### src/verilog/flash_id_pkg.sv
// Constants, opcodes and timings for the flash identification and reset host
// Assumes a parallel NOR flash on the far side with asynchronous bus cycles
package flash_id_pkg;

  typedef enum logic [2:0] {
    OP_ENTER_ID = 3'h0,
    OP_READ     = 3'h1,
    OP_VERIFY   = 3'h2,
    OP_RESET    = 3'h3,
    OP_HW_RESET = 3'h4
  } op_t;

  // Command bus cycles, word and byte addressing
  localparam logic [11:0] UNLOCK1_WORD = 12'h0555;
  localparam logic [11:0] UNLOCK2_WORD = 12'h02AA;
  localparam logic [11:0] UNLOCK1_BYTE = 12'h0AAA;
  localparam logic [11:0] UNLOCK2_BYTE = 12'h0555;
  localparam logic [7:0]  UNLOCK1_DATA = 8'hAA;
  localparam logic [7:0]  UNLOCK2_DATA = 8'h55;
  localparam logic [7:0]  CMD_ID_ENTER = 8'h90;
  localparam logic [7:0]  CMD_RESET    = 8'hF0;

  // Identification offsets
  localparam logic [7:0] OFS_MAKER       = 8'h00;
  localparam logic [7:0] OFS_PART1_WORD  = 8'h01;
  localparam logic [7:0] OFS_PART2_WORD  = 8'h0E;
  localparam logic [7:0] OFS_PART3_WORD  = 8'h0F;
  localparam logic [7:0] OFS_PART1_BYTE  = 8'h02;
  localparam logic [7:0] OFS_PART2_BYTE  = 8'h1C;
  localparam logic [7:0] OFS_PART3_BYTE  = 8'h1E;
  localparam logic [7:0] OFS_SECREG_WORD = 8'h03;
  localparam logic [7:0] OFS_SECREG_BYTE = 8'h06;
  localparam logic [7:0] OFS_GUARD_WORD  = 8'h02;
  localparam logic [7:0] OFS_GUARD_BYTE  = 8'h04;

  // Mode-lock word fields and the fail flag bit of read data
  localparam int LOCKW_SECREG_BIT = 0;
  localparam int LOCKW_NVMETH_BIT = 1;
  localparam int LOCKW_PWMETH_BIT = 2;
  localparam int FAIL_FLAG_BIT    = 5;

  // Bus timing in ns and derived counts at 125 MHz
  localparam int CLK_PERIOD_NS = 8;
  localparam int T_SETUP_NS    = 20;
  localparam int T_WP_NS       = 50;
  localparam int T_RECOV_NS    = 30;
  localparam int T_ACC_NS      = 100;
  localparam int T_RP_NS       = 500;
  localparam int T_RH_NS       = 200;
  localparam int SYNC_STAGES   = 2;
  localparam logic [7:0] SETUP_CYC = 8'((T_SETUP_NS + CLK_PERIOD_NS - 1) / CLK_PERIOD_NS);
  localparam logic [7:0] WP_CYC    = 8'((T_WP_NS + CLK_PERIOD_NS - 1) / CLK_PERIOD_NS);
  localparam logic [7:0] RECOV_CYC = 8'((T_RECOV_NS + CLK_PERIOD_NS - 1) / CLK_PERIOD_NS);
  localparam logic [7:0] ACC_CYC   = 8'((T_ACC_NS + CLK_PERIOD_NS - 1) / CLK_PERIOD_NS + SYNC_STAGES);
  localparam logic [7:0] RP_CYC    = 8'((T_RP_NS + CLK_PERIOD_NS - 1) / CLK_PERIOD_NS);
  localparam logic [7:0] RH_CYC    = 8'((T_RH_NS + CLK_PERIOD_NS - 1) / CLK_PERIOD_NS);

  localparam logic [1:0] ENTER_WRITES = 2'h3;
  localparam logic [1:0] RESET_WRITES = 2'h1;

endpackage

### src/verilog/flash_id_host.sv
// Host controller for identification mode and reset of a parallel NOR flash
// Assumes asynchronous flash pins; data input comes from outside the clock domain
`timescale 1ns/100ps
module flash_id_host
  import flash_id_pkg::*;
#(
  parameter int ADDR_W = 22
) (
  input  wire logic              clk,
  input  wire logic              rst,
  // User side
  input  wire logic              op_valid,
  output logic                   op_ready,
  input  wire logic [2:0]        op_code,
  input  wire logic [ADDR_W-1:0] op_addr,
  input  wire logic              word_mode,
  input  wire logic              hv_id_en,
  output logic                   rsp_valid,
  output logic [15:0]            rsp_data,
  output logic                   rsp_err,
  output logic                   id_mode,
  output logic                   fail_seen,
  // Flash pins
  output logic [ADDR_W-1:0]      flash_addr,
  output logic [15:0]            flash_dq_out,
  output logic                   flash_dq_oe,
  input  wire logic [15:0]       flash_dq_in,
  output logic                   flash_ce_n,
  output logic                   flash_oe_n,
  output logic                   flash_we_n,
  output logic                   flash_reset_n,
  output logic                   flash_byte_n,
  output logic                   high_voltage_select_pin
);

  // Unlock offsets need 12 address bits; wider than 32 is not served
  if (ADDR_W < 12 || ADDR_W > 32) begin : g_bad_addr_w
    $error("ADDR_W must lie in 12..32");
  end

  typedef enum logic [2:0] {
    S_IDLE   = 3'b000,
    S_SETUP  = 3'b001,
    S_STROBE = 3'b011,
    S_RECOV  = 3'b010,
    S_RDWAIT = 3'b110,
    S_RST    = 3'b111,
    S_RSTREC = 3'b101
  } state_t;

  state_t              state_reg;
  op_t                 op_reg;
  logic [1:0]          step_reg;
  logic [1:0]          nwr_reg;
  logic                rd_after_reg;
  logic [ADDR_W-1:0]   rd_addr_reg;
  logic [15:0]         dq_meta_reg;
  logic [15:0]         dq_sync_reg;
  logic                tmr_start;
  logic [7:0]          tmr_load;
  logic                tmr_done;
  logic                take;
  logic                refuse;
  logic [7:0]          last_wr_reg;
  logic [7:0]          prev_wr_reg;

  cycle_timer u_timer (
    .clk   (clk),
    .rst   (rst),
    .start (tmr_start),
    .load  (tmr_load),
    .done  (tmr_done)
  );

  // Unlock and command address for each write step
  function automatic logic [ADDR_W-1:0] seq_addr(input logic [1:0] step, input logic wm, input op_t op);
    logic [11:0] a;
    a = 12'h000;
    if (op == OP_RESET)
      a = 12'h000;
    else if (step == 2'h1)
      a = wm ? UNLOCK2_WORD : UNLOCK2_BYTE;
    else
      a = wm ? UNLOCK1_WORD : UNLOCK1_BYTE;
    seq_addr = ADDR_W'(a);
  endfunction

  // Data byte for each write step
  function automatic logic [7:0] seq_data(input logic [1:0] step, input op_t op);
    logic [7:0] d;
    d = CMD_RESET;
    if (op == OP_ENTER_ID) begin
      unique case (step)
        2'h0:    d = UNLOCK1_DATA;
        2'h1:    d = UNLOCK2_DATA;
        default: d = CMD_ID_ENTER;
      endcase
    end
    seq_data = d;
  endfunction

  assign op_ready = (state_reg == S_IDLE);
  assign take     = op_valid && op_ready;
  // While identified, only reads, verify, reset and hardware reset are sent
  assign refuse   = take && ((id_mode && op_code == OP_ENTER_ID) || op_code > OP_HW_RESET);

  // Two-stage synchroniser for the data pins
  always_ff @(posedge clk) begin
    if (rst) begin
      dq_meta_reg <= 16'h0000;
      dq_sync_reg <= 16'h0000;
    end else begin
      dq_meta_reg <= flash_dq_in;
      dq_sync_reg <= dq_meta_reg;
    end
  end

  // Timer loads per state entry
  always_comb begin
    tmr_start = 1'b0;
    tmr_load  = SETUP_CYC;
    unique case (state_reg)
      S_IDLE: begin
        tmr_start = take && !refuse;
        tmr_load  = (op_code == OP_HW_RESET) ? RP_CYC : SETUP_CYC;
      end
      S_SETUP: begin
        tmr_start = tmr_done;
        tmr_load  = (nwr_reg == 2'h0) ? ACC_CYC : WP_CYC;
      end
      S_STROBE: begin
        tmr_start = tmr_done;
        tmr_load  = RECOV_CYC;
      end
      S_RECOV: begin
        tmr_start = tmr_done;
        tmr_load  = SETUP_CYC;
      end
      S_RST: begin
        tmr_start = tmr_done;
        tmr_load  = RH_CYC;
      end
      S_RDWAIT, S_RSTREC: begin
        tmr_start = 1'b0;
        tmr_load  = SETUP_CYC;
      end
    endcase
  end

  // Main sequencer
  always_ff @(posedge clk) begin
    if (rst) begin
      state_reg    <= S_IDLE;
      op_reg       <= OP_READ;
      step_reg     <= 2'h0;
      nwr_reg      <= 2'h0;
      rd_after_reg <= 1'b0;
      rd_addr_reg  <= '0;
    end else begin
      unique case (state_reg)
        S_IDLE: begin
          if (take && !refuse) begin
            op_reg   <= op_t'(op_code);
            step_reg <= 2'h0;
            rd_addr_reg <= op_addr;
            if (op_code == OP_VERIFY) begin
              rd_addr_reg[7:0] <= word_mode ? OFS_GUARD_WORD : OFS_GUARD_BYTE;
            end
            unique case (op_code)
              OP_ENTER_ID: begin
                nwr_reg      <= ENTER_WRITES;
                rd_after_reg <= 1'b0;
                state_reg    <= S_SETUP;
              end
              OP_RESET: begin
                nwr_reg      <= RESET_WRITES;
                rd_after_reg <= 1'b0;
                state_reg    <= S_SETUP;
              end
              OP_HW_RESET: begin
                nwr_reg      <= 2'h0;
                rd_after_reg <= 1'b0;
                state_reg    <= S_RST;
              end
              default: begin
                nwr_reg      <= 2'h0;
                rd_after_reg <= 1'b1;
                state_reg    <= S_SETUP;
              end
            endcase
          end
        end
        S_SETUP: begin
          if (tmr_done) begin
            state_reg <= (nwr_reg == 2'h0) ? S_RDWAIT : S_STROBE;
          end
        end
        S_STROBE: begin
          if (tmr_done) begin
            state_reg <= S_RECOV;
          end
        end
        S_RECOV: begin
          if (tmr_done) begin
            step_reg <= step_reg + 2'h1;
            nwr_reg  <= nwr_reg - 2'h1;
            if (nwr_reg == 2'h1 && !rd_after_reg) begin
              state_reg <= S_IDLE;
            end else begin
              state_reg <= S_SETUP;
            end
          end
        end
        S_RDWAIT: begin
          if (tmr_done) begin
            state_reg <= S_IDLE;
          end
        end
        S_RST: begin
          if (tmr_done) begin
            state_reg <= S_RSTREC;
          end
        end
        S_RSTREC: begin
          if (tmr_done) begin
            state_reg <= S_IDLE;
          end
        end
      endcase
    end
  end

  // Pin drive from state; strobes registered
  always_ff @(posedge clk) begin
    if (rst) begin
      flash_addr    <= '0;
      flash_dq_out  <= 16'h0000;
      flash_dq_oe   <= 1'b0;
      flash_ce_n    <= 1'b1;
      flash_oe_n    <= 1'b1;
      flash_we_n    <= 1'b1;
      flash_reset_n <= 1'b1;
      flash_byte_n  <= 1'b1;
      high_voltage_select_pin <= 1'b0;
    end else begin
      flash_byte_n  <= word_mode;
      high_voltage_select_pin <= hv_id_en;
      flash_reset_n <= !(state_reg == S_RST);
      flash_ce_n    <= !(state_reg == S_SETUP || state_reg == S_STROBE || state_reg == S_RDWAIT);
      flash_we_n    <= !(state_reg == S_STROBE);
      flash_oe_n    <= !(state_reg == S_RDWAIT);
      flash_dq_oe   <= (state_reg == S_SETUP || state_reg == S_STROBE) && nwr_reg != 2'h0;
      if (state_reg == S_SETUP && nwr_reg != 2'h0) begin
        flash_addr   <= seq_addr(step_reg, word_mode, op_reg);
        flash_dq_out <= {8'h00, seq_data(step_reg, op_reg)};
      end else if (state_reg == S_SETUP) begin
        flash_addr   <= rd_addr_reg;
      end
    end
  end

  // Answer word and identification tracking
  always_ff @(posedge clk) begin
    if (rst) begin
      rsp_valid <= 1'b0;
      rsp_data  <= 16'h0000;
      rsp_err   <= 1'b0;
      id_mode   <= 1'b0;
      fail_seen <= 1'b0;
    end else begin
      rsp_valid <= 1'b0;
      if (refuse) begin
        rsp_valid <= 1'b1;
        rsp_err   <= 1'b1;
      end else if (state_reg == S_RDWAIT && tmr_done) begin
        rsp_valid <= 1'b1;
        rsp_err   <= 1'b0;
        rsp_data  <= word_mode ? dq_sync_reg : {8'h00, dq_sync_reg[7:0]};
        if (!id_mode && !hv_id_en && dq_sync_reg[FAIL_FLAG_BIT]) begin
          fail_seen <= 1'b1;
        end
      end else if (state_reg == S_RECOV && tmr_done && nwr_reg == 2'h1 && !rd_after_reg) begin
        rsp_valid <= 1'b1;
        rsp_err   <= 1'b0;
        if (op_reg == OP_ENTER_ID) begin
          id_mode <= 1'b1;
        end else begin
          id_mode   <= 1'b0;
          fail_seen <= 1'b0;
        end
      end else if (state_reg == S_RSTREC && tmr_done) begin
        rsp_valid <= 1'b1;
        rsp_err   <= 1'b0;
        id_mode   <= 1'b0;
        fail_seen <= 1'b0;
      end
    end
  end

  // Record the last two write data bytes for checking the entry order
  always_ff @(posedge clk) begin
    if (rst) begin
      last_wr_reg <= 8'h00;
      prev_wr_reg <= 8'h00;
    end else if (state_reg == S_STROBE && tmr_done) begin
      last_wr_reg <= flash_dq_out[7:0];
      prev_wr_reg <= last_wr_reg;
    end
  end
endmodule

### src/verilog/cycle_timer.sv
// Down counter that times one phase of a flash bus cycle
// Assumes start is a one-cycle pulse from logic on the same clock
`timescale 1ns/100ps
module cycle_timer (
  input  wire logic       clk,
  input  wire logic       rst,
  input  wire logic       start,
  input  wire logic [7:0] load,
  output logic            done
);

  logic [7:0] count_reg;
  logic       run_reg;

  // Count down the loaded figure, flag the last cycle
  always_ff @(posedge clk) begin
    if (rst) begin
      count_reg <= 8'h00;
      run_reg   <= 1'b0;
    end else if (start) begin
      count_reg <= (load == 8'h00) ? 8'h00 : load - 8'h01;
      run_reg   <= 1'b1;
    end else if (run_reg && count_reg != 8'h00) begin
      count_reg <= count_reg - 8'h01;
    end else begin
      run_reg <= 1'b0;
    end
  end

  assign done = run_reg && (count_reg == 8'h00);

endmodule

### config.mk
export PLATFORM = sky130hd
export DESIGN_NAME = flash_id_host
export DESIGN_NICKNAME = d
export VERILOG_FILES = /design/src/verilog/flash_id_pkg.sv /design/src/verilog/flash_id_host.sv /design/src/verilog/cycle_timer.sv
export SDC_FILE = /design/constraint.sdc
export NUM_CORES = 1
export LEC_CHECK = 0
export ABC_AREA = 1
export BUFFER_PORTS_ARGS = -buffer_cell sky130_fd_sc_hd__buf_2
export CORE_ASPECT_RATIO = 0.9
export CORE_MARGIN = 4
export CORE_UTILIZATION = 50
export DETAILED_ROUTE_END_ITERATION = 8
export GPL_ROUTABILITY_DRIVEN = 1
export GPL_TIMING_DRIVEN = 0
export PLACE_DENSITY = 0.74
export SLEW_MARGIN = 15
export SYNTH_ARGS = -nofsm -noshare
export SYNTH_HDL_FRONTEND = slang
export SYNTH_SLANG_ARGS = --single-unit
### constraint.sdc
create_clock -name clk -period 1.7 [get_ports clk]
set_input_delay 0.34 -clock clk [delete_from_list [all_inputs] [get_ports clk]]
set_output_delay 0.34 -clock clk [all_outputs]
set_load 0.05 [all_outputs]
==> results.tsv <==
metric	value	unit
WP data required	1.36	ns
Die X	114.2	um
via count	4733	
synthesis-to-layout area growth	31.06	%
Nets	857	
crit-path max FO	7	
yosys warns	0	
asr flop ratio synth	0	%
area leader, netlist	dfxtp_1	
final period utilization	97.63	%
Root Buffer	clkbuf_16	
met2 usage	35.24	%
first-pass GRT wire length	20.63	mm
post-route total power	11590	uW
initial core utilization	51.88	%
count leader, synth	dfxtp_1	
Peak Freq	602.5	MHz
largest net degree at the start of global routing	17	
post-synthesis instance area	5076	um^2
power per cell area	1743	nW/um^2
PortBufs	102	
GR Layer Usage met1	26.43	%
routability cong.	0.9353	
largest cells by area after synthesis	dfxtp_1, nand2_1, nor2_1	
TritonCTS buffer count	17	
area share of the largest cell type after synthesis	50.88	%
share of layout cells above drive strength 1	24.94	%
non-filler cells in the finished layout	940	
synth cell count leaders	dfxtp_1, nand2_1, nor2_1, inv_1, a21oi_1	
diode count	0	
FF+latch count, synth	129	
CTS tree	built	
GRT Residual Overflow	0	
status	finished clean	
clock-pin slew on the worst setup and hold paths	0.06	ns
count of maximum capacitance violations	0	
routed length per placed instance	13.53	um
Leakage	0.003100	uW
core area	9784	um^2
htree depth	4	
FP Rows	34	
total die area	11830	um^2
count of pins over their slew limit	0	
number of global-route vias before repair	4471	
worst skew pair latency	0.41	ns
Worst slew margin	56.53	%
Clock Skew	0.006546	ns
RSZ-0062 raised after global routing	yes	
Syn Inst Count	660	
busiest grt layer	met2	
Most used DFF post-synth	dfxtp_1	
Ports	112	
TritonRoute pass-1 iters	5	
Yosys cell types	35	
setup ws final	0.04032	ns
Setup Slack @ Placement	-0.1972	ns
GRT Util Overall	21.51	%
initial antenna violation count	0	
final routed DRC violation total	0	
post-placement cell area	5771	um^2
Die Y	103.6	um
Final setup violation count	0	
initial DRC count	321	
clk sinks	129	
dpl hpwl	8.947	mm
Seq/Total Area, Yosys	50.88	%
number of vias per cell	5.035	
Slew @ Worst Pin	0.6520	ns
DP Cell Count	895	
critical path startpoint category	register	
crit path time final	1.660	ns
Final Cell Area	6653	um^2
WS Path Type	reg -> out	
met3 usage	7.230	%
remaining antenna violation count after routing	0	
Fin. Hold Viols	0	
Hold WC Path Type	in -> reg	
worst-case clock buffer depth	2	
Worst EP arrival	1.32	ns
CP Capture Type	primary output	
total wire length	12.71	mm
Post-synth EDFFs	0	
VDD IR max	966.9	uV
setup TNS	0	ns
syn avg cell area	7.691	um^2
-- area by class of cell --
| cell class | count | area (um^2) |
|---|---|---|
| plain buffers | 35 | 192.7 |
| clock inverters | 13 | 234.0 |
| well taps | 126 | 157.7 |
| flip-flops and latches | 129 | 2584 |
| fillers | 788 | 3132 |
| multi-input cells | 416 | 2091 |
| inverters | 86 | 325.3 |
| clock buffers | 18 | 439.2 |
| repair buffers | 117 | 629.4 |
-- power breakdown --
group	total (uW)	switching (uW)	internal (uW)	leakage [uW]
registers	3730	310	3420	0.00105
clock network	4100	1320	2780	0.000319
logic	3760	2520	1240	0.00173
total	11600	4150	7450	0.00310
-- stage by stage --
stage / util [%] / hold slack [ns]
final: 67.99 / 0.1312
after CTS: 66.43 / 0.1241
after floorplan: - / 0.3883
after global placement: 58.98 / 0.3898
after detailed placement: 58.98 / 0.3916
after global routing: 67.99 / 0.1272
-- logic make-up after synthesis --
| group | synth area share [%] |
|---|---|
| AOI/OAI and AO/OA | 11.44 |
| other | 0.07388 |
| DFF | 50.88 |
| buffers and inverters | 9.958 |
| xor gates and xnor gates | 1.035 |
| and+or+nand+nor | 24.40 |
| adders and majority gates | 2.218 |
-- cells in the final DEF (no fill, tap or decap), types with 8 or more instances in the layout --
master	count
nand4_1	8
inv_1	74
buf_2	105
o21ai_0	21
conb_1	8
nand3b_1	8
inv_2	10
dfxtp_1	128
clkbuf_1	12
nand2_1	114
a21oi_1	50
nand3_1	35
a31oi_1	14
buf_4	26
o21ai_1	13
nor2_1	97
clkbuf_16	17
ha_1	8
-- timing repair --
| action | 4_1_cts | 5_1_grt |
|---|---|---|
| pin swaps | 3 | 3 |
| setup endpoints to repair | 38 | 62 |
| setup buffers | 2 | 13 |
| hold endpoints to repair | 0 | 0 |
| hold buffers | 0 | 0 |
| resized for setup | 13 | 20 |
-- metal layers --
layer,wire (um),part of all wire (%),vias up
met1,5419,43,2165
met3,1045,8.2,21
met5,0,0,-
li1,-,-,2362
met2,6020,47,185
met4,229,1.8,0
-- final timing paths --
path / start / endpoint / slack, ns / cells past startpoint
setup reg to reg: state_reg[2]$_SDFFE_PP0P_ / rsp_data[12]$_SDFFE_PP0P_ / 0.09 / 7
hold / removal: flash_dq_in[0] / dq_meta_reg[0]$_SDFF_PP0_ / 0.13 / 3
setup / recovery: state_reg[1]$_SDFFE_PP0P_ / op_ready / 0.04 / 4
hold reg to reg: dq_meta_reg[12]$_SDFF_PP0_ / dq_sync_reg[12]$_SDFF_PP0_ / 0.40 / 2
-- critical path, stage by stage, from the launching register on --
cell and delay (ns):
dfxtp_2 0.37, nor2_2 0.14, nand2_1 0.12, inv_2 0.11, buf_6 0.16
Note: power is estimated with default switching activity, not from simulation.
